[src/pin_select_defs.svh]
/*
 * Offsets, field positions, reset values and select codes for the second
 * status pin source selector.
 * Assumes inclusion by bare name; holds definitions only.
 */
`ifndef PIN_SELECT_DEFS_SVH
`define PIN_SELECT_DEFS_SVH

// ==========================================================================
// Register offsets
`define CFG_OFFSET      8'h1c
`define EVT_OFFSET      8'h40
`define MASK_OFFSET     8'h41
`define TEST_OFFSET     8'h42

// ==========================================================================
// Field positions and reset values
`define SEL_HI          7
`define SEL_LO          4
`define POL_BIT         3
`define SEL_RESET       4'h2
`define POL_RESET       1'b1
`define EVT_WIDTH       4

// ==========================================================================
// Select codes
`define CODE_PRI_LOS    4'h0
`define CODE_SEC_LOS    4'h1
`define CODE_S1_LOL     4'h2
`define CODE_S1_RDIV    4'h3
`define CODE_S1_NDIV    4'h4
`define CODE_S2_LOL     4'h5
`define CODE_S2_RDIV    4'h6
`define CODE_S2_NDIV    4'h7
`define CODE_S1_CAL     4'h8
`define CODE_S2_CAL     4'h9
`define CODE_INTERRUPT_SUMMARY       4'ha
`define CODE_S1_MDIV    4'hb
`define CODE_S2_MDIV    4'hc
`define CODE_NVM        4'hd
`define CODE_S1_SWITCH  4'he
`define CODE_S2_SWITCH  4'hf

`endif

[src/pin_select_pkg.sv]
/*
 * Types shared by the second status pin source selector.
 * Assumes nothing of its surroundings.
 */
package pin_select_pkg;
	typedef logic [3:0] code_t;
endpackage : pin_select_pkg

[src/status_pin_source_select.sv]
/*
 * Configuration register and source multiplexer for the second status pin.
 * Assumes indicator inputs come from other clock domains or pins and are
 * synchronised here; register port is driven on this clock.
 */
// The address-and-strobe port was left to the implementer.
// Contract
// RULE1: A 4-bit read-write select field at bits [7:4] resets to 0x2 and picks the pin source.
// RULE2: Codes 0x0 and 0x1 drive primary and secondary reference signal loss.
// RULE3: Codes 0x2 and 0x5 drive first and second synthesizer lock loss.
// RULE4: Codes 0x3 and 0x6 drive the halved reference divider output, valid when not bypassed.
// RULE5: Codes 0x4 and 0x7 drive the halved feedback divider output of each synthesizer.
// RULE6: Codes 0xB and 0xC drive the halved pre-divider output, valid when not bypassed.
// RULE7: Codes 0x8 and 0x9 show VCO calibration in progress for each synthesizer.
// RULE8: Codes 0xE and 0xF show the secondary-to-primary switch event of each synthesizer.
// RULE9: Code 0xA drives the interrupt summary derived from the interrupt flags.
// RULE10: Code 0xD asserts the pin while the nonvolatile memory is busy.
// RULE11: A read-write polarity bit at [3] resets to 1; 1 is active high, 0 active low.
// RULE12: Active test configuration overrides select and polarity and drives test signals.
// RULE13: Bits [2:0] read as zero, ignore writes, and defaults load from nonvolatile storage.
`timescale 1ns/10ps
`include "pin_select_defs.svh"

module status_pin_source_select
	import pin_select_pkg::*;
(
	input  wire logic       clock,
	input  wire logic       reset,
	input  wire logic [7:0] address,
	input  wire logic [7:0] write_data,
	input  wire logic       write_strobe,
	input  wire logic       read_strobe,
	output logic      [7:0] read_data,
	input  wire logic       primary_signal_loss,
	input  wire logic       secondary_signal_loss,
	input  wire logic       first_lock_loss,
	input  wire logic       second_lock_loss,
	input  wire logic       first_ref_div,
	input  wire logic       second_ref_div,
	input  wire logic       first_fb_div,
	input  wire logic       second_fb_div,
	input  wire logic       first_pre_div,
	input  wire logic       second_pre_div,
	input  wire logic       first_cal_active,
	input  wire logic       second_cal_active,
	input  wire logic       interrupt_summary,
	input  wire logic       nvm_busy,
	input  wire logic       first_switch_back,
	input  wire logic       second_switch_back,
	input  wire logic       test_active,
	input  wire logic       test_signal,
	input  wire logic       nvm_load,
	input  wire logic [7:0] nvm_defaults,
	output logic            second_indicator_pin,
	output logic            irq
);

	// ======================================================================
	// Input synchronisers
	localparam int N_IN = 19;

	logic [N_IN-1:0] raw_in;
	logic [N_IN-1:0] meta_q;
	logic [N_IN-1:0] sync_q;

	assign raw_in = {nvm_load, test_signal, test_active, second_switch_back,
		first_switch_back, nvm_busy, interrupt_summary, second_cal_active,
		first_cal_active, second_pre_div, first_pre_div, second_fb_div,
		first_fb_div, second_ref_div, first_ref_div, second_lock_loss,
		first_lock_loss, secondary_signal_loss, primary_signal_loss};

	// Two flip-flops per asynchronous input; only sync_q is read by logic.
	always_ff @(posedge clock) begin
		if (reset) begin
			meta_q <= '0;
			sync_q <= '0;
		end else begin
			meta_q <= raw_in;
			sync_q <= meta_q;
		end
	end

	logic s_test_act;
	logic s_test_sig;
	logic s_load;

	assign s_test_sig = sync_q[17];
	assign s_test_act = sync_q[16];
	assign s_load     = sync_q[18];

	// ======================================================================
	// Divider halving stages
	logic [5:0] div_in;
	logic [5:0] div_prev_q;
	logic [5:0] half_q;

	assign div_in = sync_q[9:4];

	// Each divider output toggles its half stage on every rising edge.
	always_ff @(posedge clock) begin
		if (reset) begin
			div_prev_q <= '0;
			half_q     <= '0;
		end else begin
			div_prev_q <= div_in;
			half_q     <= half_q ^ (div_in & ~div_prev_q); // [RULE4] [RULE5] [RULE6]
		end
	end

	// ======================================================================
	// Configuration register
	code_t sel_q;
	logic  pol_q;
	logic  load_prev_q;

	// Software writes and nonvolatile default loads; reserved bits dropped.
	always_ff @(posedge clock) begin
		if (reset) begin
			sel_q       <= `SEL_RESET; // [RULE1]
			pol_q       <= `POL_RESET; // [RULE11]
			load_prev_q <= 1'b0;
		end else begin
			load_prev_q <= s_load;
			if (s_load && !load_prev_q) begin
				sel_q <= nvm_defaults[`SEL_HI:`SEL_LO]; // [RULE13]
				pol_q <= nvm_defaults[`POL_BIT];        // [RULE13]
			end else if (write_strobe && address == `CFG_OFFSET) begin
				sel_q <= write_data[`SEL_HI:`SEL_LO]; // [RULE1]
				pol_q <= write_data[`POL_BIT];        // [RULE11]
			end
		end
	end

	// ======================================================================
	// Source multiplexer
	function automatic logic pick(input code_t code, input logic [N_IN-1:0] s,
		input logic [5:0] h);
		case (code)
			`CODE_PRI_LOS:   pick = s[0];  // [RULE2]
			`CODE_SEC_LOS:   pick = s[1];  // [RULE2]
			`CODE_S1_LOL:    pick = s[2];  // [RULE3]
			`CODE_S2_LOL:    pick = s[3];  // [RULE3]
			`CODE_S1_RDIV:   pick = h[0];  // [RULE4]
			`CODE_S2_RDIV:   pick = h[1];  // [RULE4]
			`CODE_S1_NDIV:   pick = h[2];  // [RULE5]
			`CODE_S2_NDIV:   pick = h[3];  // [RULE5]
			`CODE_S1_MDIV:   pick = h[4];  // [RULE6]
			`CODE_S2_MDIV:   pick = h[5];  // [RULE6]
			`CODE_S1_CAL:    pick = s[10]; // [RULE7]
			`CODE_S2_CAL:    pick = s[11]; // [RULE7]
			`CODE_INTERRUPT_SUMMARY:      pick = s[12]; // [RULE9]
			`CODE_NVM:       pick = s[13]; // [RULE10]
			`CODE_S1_SWITCH: pick = s[14]; // [RULE8]
			`CODE_S2_SWITCH: pick = s[15]; // [RULE8]
			default:         pick = 1'b0;
		endcase
	endfunction : pick

	logic chosen;

	assign chosen = pick(sel_q, sync_q, half_q);

	// Pin register: test mode wins, else selected source with polarity.
	always_ff @(posedge clock) begin
		if (reset) begin
			second_indicator_pin <= ~`POL_RESET;
		end else if (s_test_act) begin
			second_indicator_pin <= s_test_sig;        // [RULE12]
		end else begin
			second_indicator_pin <= chosen ^ ~pol_q;  // [RULE11]
		end
	end

	// ======================================================================
	// Event status, mask and interrupt
	logic [`EVT_WIDTH-1:0] evt_q;
	logic [`EVT_WIDTH-1:0] mask_q;
	logic [`EVT_WIDTH-1:0] evt_src;
	logic [`EVT_WIDTH-1:0] evt_prev_q;
	logic [`EVT_WIDTH-1:0] evt_rise;

	assign evt_src  = {sync_q[14], sync_q[13], sync_q[3], sync_q[2]};
	assign evt_rise = evt_src & ~evt_prev_q;

	// Sticky bits: a read clears, but a new event in the same cycle wins.
	always_ff @(posedge clock) begin
		if (reset) begin
			evt_prev_q <= '0;
			evt_q      <= '0;
		end else begin
			evt_prev_q <= evt_src;
			if (read_strobe && address == `EVT_OFFSET) begin
				evt_q <= evt_rise;
			end else begin
				evt_q <= evt_q | evt_rise;
			end
		end
	end

	// Mask register write.
	always_ff @(posedge clock) begin
		if (reset) begin
			mask_q <= '0;
		end else if (write_strobe && address == `MASK_OFFSET) begin
			mask_q <= write_data[`EVT_WIDTH-1:0];
		end
	end

	// Level interrupt from unmasked sticky bits.
	always_ff @(posedge clock) begin
		if (reset) begin
			irq <= 1'b0;
		end else begin
			irq <= |((evt_q | evt_rise) & mask_q);
		end
	end

	// ======================================================================
	// Read data, valid the cycle after the read strobe; unmapped reads zero.
	always_ff @(posedge clock) begin
		if (reset) begin
			read_data <= '0;
		end else if (read_strobe) begin
			case (address)
				`CFG_OFFSET:  read_data <= {sel_q, pol_q, 3'h0}; // [RULE13]
				`EVT_OFFSET:  read_data <= {4'h0, evt_q};
				`MASK_OFFSET: read_data <= {4'h0, mask_q};
				`TEST_OFFSET: read_data <= {6'h00, s_test_sig, s_test_act};
				default:      read_data <= '0;
			endcase
		end else begin
			read_data <= '0;
		end
	end

	// ======================================================================
	// Checks
	chk_sel_reset: assert property (@(posedge clock) $fell(reset) |-> sel_q == `SEL_RESET) // [RULE1]
		else $error("select field not at reset value");
	chk_sel_write: assert property (@(posedge clock) disable iff (reset) // [RULE1]
		(write_strobe && address == `CFG_OFFSET && !(s_load && !load_prev_q))
		|=> sel_q == $past(write_data[7:4]))
		else $error("select write not taken");
	chk_pol_write: assert property (@(posedge clock) disable iff (reset) // [RULE11]
		(write_strobe && address == `CFG_OFFSET && !(s_load && !load_prev_q))
		|=> pol_q == $past(write_data[3]))
		else $error("polarity write not taken");
	chk_reserved_zero: assert property (@(posedge clock) disable iff (reset) // [RULE13]
		(read_strobe && address == `CFG_OFFSET) |=> read_data[2:0] == 3'h0)
		else $error("reserved bits not zero");
	chk_test_wins: assert property (@(posedge clock) disable iff (reset) // [RULE12]
		s_test_act |=> second_indicator_pin == $past(s_test_sig))
		else $error("test override lost");
	chk_pri_los: assert property (@(posedge clock) disable iff (reset) // [RULE2]
		(!s_test_act && sel_q == `CODE_PRI_LOS && pol_q)
		|=> second_indicator_pin == $past(sync_q[0]))
		else $error("primary loss not routed");
	chk_lock_low: assert property (@(posedge clock) disable iff (reset) // [RULE3]
		(!s_test_act && sel_q == `CODE_S1_LOL && !pol_q)
		|=> second_indicator_pin == !$past(sync_q[2]))
		else $error("active low lock loss wrong");
	chk_nvm_busy: assert property (@(posedge clock) disable iff (reset) // [RULE10]
		(!s_test_act && sel_q == `CODE_NVM && pol_q && sync_q[13])
		|=> second_indicator_pin)
		else $error("memory busy not shown");
	chk_interrupt_summary_route: assert property (@(posedge clock) disable iff (reset) // [RULE9]
		(!s_test_act && sel_q == `CODE_INTERRUPT_SUMMARY && pol_q)
		|=> second_indicator_pin == $past(sync_q[12]))
		else $error("interrupt summary not routed");
	chk_half_toggle: assert property (@(posedge clock) disable iff (reset) // [RULE5]
		(div_in[2] && !div_prev_q[2]) |=> half_q[2] != $past(half_q[2]))
		else $error("feedback half stage did not toggle");

	cov_test_mode: cover property (@(posedge clock) disable iff (reset) s_test_act);
	cov_interrupt_summary_raise: cover property (@(posedge clock) disable iff (reset) $rose(irq));
	cov_cfg_write: cover property (@(posedge clock) disable iff (reset)
		write_strobe && address == `CFG_OFFSET);
	cov_half_pin: cover property (@(posedge clock) disable iff (reset)
		sel_q == `CODE_S1_RDIV && $changed(second_indicator_pin));
	cov_nvm_load: cover property (@(posedge clock) disable iff (reset) s_load && !load_prev_q);

	// Routing for either polarity, default loading, sticky status and bus idle.
	chk_cal_route: assert property (@(posedge clock) disable iff (reset) // [RULE7]
		(!s_test_act && sel_q == `CODE_S1_CAL)
		|=> second_indicator_pin == ($past(pol_q) ? $past(sync_q[10]) : !$past(sync_q[10])))
		else $error("calibration activity not routed");
	chk_switch_route: assert property (@(posedge clock) disable iff (reset) // [RULE8]
		(!s_test_act && sel_q == `CODE_S2_SWITCH)
		|=> second_indicator_pin == ($past(pol_q) ? $past(sync_q[15]) : !$past(sync_q[15])))
		else $error("switch event not routed");
	chk_load_defaults: assert property (@(posedge clock) disable iff (reset) // [RULE13]
		(s_load && !load_prev_q)
		|=> sel_q == $past(nvm_defaults[7:4]) && pol_q == $past(nvm_defaults[3]))
		else $error("stored defaults not loaded");
	chk_evt_sticky: assert property (@(posedge clock) disable iff (reset)
		(evt_rise != '0) |=> (evt_q & $past(evt_rise)) == $past(evt_rise))
		else $error("event lost from status");
	chk_irq_level: assert property (@(posedge clock) disable iff (reset)
		(|(evt_q & mask_q)) |=> irq)
		else $error("unmasked event did not interrupt");
	chk_read_idle: assert property (@(posedge clock) disable iff (reset)
		!read_strobe |=> read_data == 8'h00)
		else $error("read data outside its cycle");

endmodule : status_pin_source_select

[config.mk]
export PLATFORM = sky130hd
export DESIGN_NAME = status_pin_source_select
export DESIGN_NICKNAME = d
export VERILOG_FILES = /design/src/pin_select_pkg.sv /design/src/status_pin_source_select.sv
export VERILOG_INCLUDE_DIRS = /design/src /design/src/src
export SDC_FILE = /design/constraint.sdc
export NUM_CORES = 1
export LEC_CHECK = 0
export ABC_CLOCK_PERIOD_IN_PS = 1600
export BUFFER_PORTS_ARGS = -buffer_cell sky130_fd_sc_hd__buf_2
export CORE_ASPECT_RATIO = 0.8
export CORE_UTILIZATION = 48
export CTS_CLUSTER_DIAMETER = 150
export CTS_CLUSTER_SIZE = 40
export DETAILED_ROUTE_END_ITERATION = 8
export PLACE_DENSITY_LB_ADDON = 0.05
export SETUP_SLACK_MARGIN = 0.4
export SLEW_MARGIN = 15
export SYNTH_ARGS = -nofsm -noshare
export SYNTH_HDL_FRONTEND = slang
export SYNTH_SLANG_ARGS = --single-unit
[constraint.sdc]
create_clock -name clock -period 1.6 [get_ports clock]
set_clock_uncertainty 0.2 [all_clocks]
set_input_delay 0.16 -clock clock [delete_from_list [all_inputs] [get_ports clock]]
set_output_delay 0.16 -clock clock [all_outputs]
set_load 0.005 [all_outputs]
==> summary.md <==
| Metric | Value |
|---|---|
| Final setup vio count | 1 |
| Post-route ant nets | 0 |
| Critical path type | reg -> reg |
| Sink Count | 78 |
| Clk slew on worst S/H paths | 0.08 ns |
| Worst-path cell chain | mux2_4 -> a311o_1 -> o22ai_2 -> and4b_1 -> nor4_2 |
| Area contributors post-synth | dfxtp_1 56%, nor2b_1 13%, mux2i_1 6.1% |
| Hold/Removal Path Class | in -> reg |
| Number of synthesized flops with an enable pin | 0 |
| CTS HTree Levels | 3 |
| Synthesized cell area | 0.00280 mm^2 |
| Synth Warn # | 0 |
| Max-Cap Viols | 0 |
| TritonCTS clock tree | yes |
| Cells after Synth | 262 |
| Failing checks | hold timing, setup timing |
| Final WL | 5070 um |
| Share of the synthesized area in the top cell type | 55.8% |
| Final worst path period share | 105% |
| Area leader, netlist | dfxtp_1 |
| Met2 routed wirelength | 2220 um |
| Worst r2r path cells | 5 |
| WL/cell | 11.6 um |
| Die X-Extent | 87.4 um |
| Met3 wire length | 337 um |
| Longest Clk Path Bufs | 2 |
| Hold buffer count at cts | 27 |
| Die Ht | 70.3 um |
| I/O Buffers | 53 |
| ANT cells | 0 |
| Slew HR | 76.3% |
| RR Endpoint | second_indicator_pin |
| Post-DP HPWL | 3170 um |
| TNS Setup | -0.0770 ns |
| Syn-to-layout area delta | 37.8% |
| Pleak | 1.60 nW |
| Fin worst setup slack | -0.0770 ns |
| Non-Filler Instances | 438 |
| Layout cells sized above 1 | 34.4% |
| Power per cell area | 1000 mW/mm^2 |
| Vias in the first global route | 1959 |
| Asr flop ratio synth | 0% |
| Critical Path Slowest Stage Cell | dfxtp_4 |
| GR Overflow Total | 0 |
| R2R setup slack | -0.08 ns |
| Setup crit end kind | flip-flop |
| Setup crit start kind | flip-flop |
| First-pass GRT wire length | 8410 um |
| Fmax | 596 MHz |
| Worst-Skew Late Latency | 0.34 ns |
| Library cells used by synthesis | 37 |
| Hold Slack | -0.0472 ns |
| Final hold viol count | 4 |
| Critical Path RT | 1.62 ns |
| Status | finished, violations left |
| Unrepaired setup endpoints after global routing | true |
| Most frequent cells after synthesis | 78 x dfxtp_1, 60 x nor2b_1, 24 x nor2_1, 17 x mux2i_1, 9 x a21oi_1 |
| Iter 0 DRT Violations | 71 |
| CP Max Fanout | 4 |
| Layout Nets | 402 |
| Met1 Routed Length | 2440 um |
| Synth Flop Type | dfxtp_1 |
| PnR Total Power | 3.86 mW |
| # IOs | 57 |
| DR vias/cell | 4.61 |
| Site Rows | 24 |
| R2r startpoint | sel_q[2] |
| Hold Path Origin | address[3] |
| Sequential share of the synthesized area | 55.8% |
| Initial DRT Pass Iterations | 4 |
| Most frequent cell after synthesis | dfxtp_1 |
| Worst Setup SP | sel_q[2] |
| Worst-Margin Slew | 0.352 ns |
| # DRC | 0 |
| Slew Limit Fails | 0 |
| Min cycle time layout | 1.68 ns |
| Core Region | 0.00553 mm^2 |
| Critical Path End | second_indicator_pin |
| Gr usage total | 18.4% |
| Post-Syn Nets | 309 |
| RePlAce Congestion | 0.745 |
| Critical path's largest stage delay | 0.39 ns |
| Largest net degree at the start of global routing | 71 |
| Top Metal Used | met4 |
| Initial antenna violation count | 0 |
| Post-Layout Inst Area | 0.00386 mm^2 |
| Post-DP Area | 0.00326 mm^2 |
| Finished Core Util | 69.8% |
| Die area | 0.00614 mm^2 |
| Initial Util | 50.7% |
| Mapped Avg Cell Area | 10.7 um^2 |
| Critical path arrival | 1.70 ns |
| Max rail drop VDD | 0.689 mV |
| Routed vias | 2020 |
| Pre-CTS setup slack | -0.321 ns |
| Placed Cells | 393 |
| Num CTS Buffers | 9 |
| Seq cells post-synth | 78 |
| Fill count | 471 |
| CTS root buf | clkbuf_8 |
worst min path at each step:
stage / to / slack [ns] / cells after the start
2_1_floorplan: meta_q[0] / 0.09 / 1
3_3_place_gp: meta_q[6] / 0.17 / 2
3_5_place_dp: meta_q[0] / 0.17 / 2
4_1_cts: read_data[1] / -0.07 / 3
5_1_grt: read_data[1] / -0.05 / 3
6_report: read_data[1] / -0.05 / 3
state kept, by name (all words and copies together), names as in the netlist:
signal / flops
pol_q: 1
div_prev_q: 6
load_prev_q: 1
meta_q: 19
evt_q: 4
sync_q: 19
mask_q: 4
irq: 1
read_data: 8
second_indicator_pin: 1
sel_q: 4
evt_prev_q: 4
half_q: 6
cells in the final DEF, fill, tap and decap left out, types with 6 or more instances in the layout:
cell           instances
dfxtp_1               74
nor2b_1               58
buf_2                 51
dlygate4sd3_1         27
nor2_1                20
mux2i_1               17
buf_4                 14
clkbuf_8              11
xnor2_1                6
mux2_2                 6
a21oi_1                6
cell type report:
type	instances	area, um^2	share of cell area (%)
well taps	78	97.6	2.53
inverters	1	3.75	0.0973
multi-input cells	168	1270	33.0
clock buffers	11	151	3.93
clock inverters	5	56.3	1.46
flip-flops and latches	78	1570	40.7
repair buffers	97	704	18.3
worst max-delay path: cells and delay by family (launching register included):
family / cells / cell delay (ns)
flops: 1 / 0.39
mux: 1 / 0.30
simple gates: 2 / 0.28
compound gates: 2 / 0.38
logic make-up after synthesis:
logic type	synth area share [%]
simple gates	25.6
buf+inv	3.44
compound gates	4.38
xor+xnor	1.88
mux	8.90
flops	55.8
where the power goes:
group / internal, mW / total [mW] / switching, mW
sequential: 2.01 / 2.05 / 0.0390
clock: 0.805 / 1.48 / 0.674
combinational: 0.206 / 0.333 / 0.127
total: 3.03 / 3.86 / 0.840
per-layer routing:
layer  vias up  track usage, %
met5         -               0
met4         0            7.10
met3         9            7.68
met2        65            28.0
met1       893            23.0
li1       1053               -
timing repair:
action / in CTS / in global routing
endpoints found under the setup margin: 18 / 23
resized for setup: 14 / 13
hold endpoints to repair: 30 / 3
setup buffers: 0 / 2
pin swaps: 6 / 3
(Power assumes the default switching activity.)
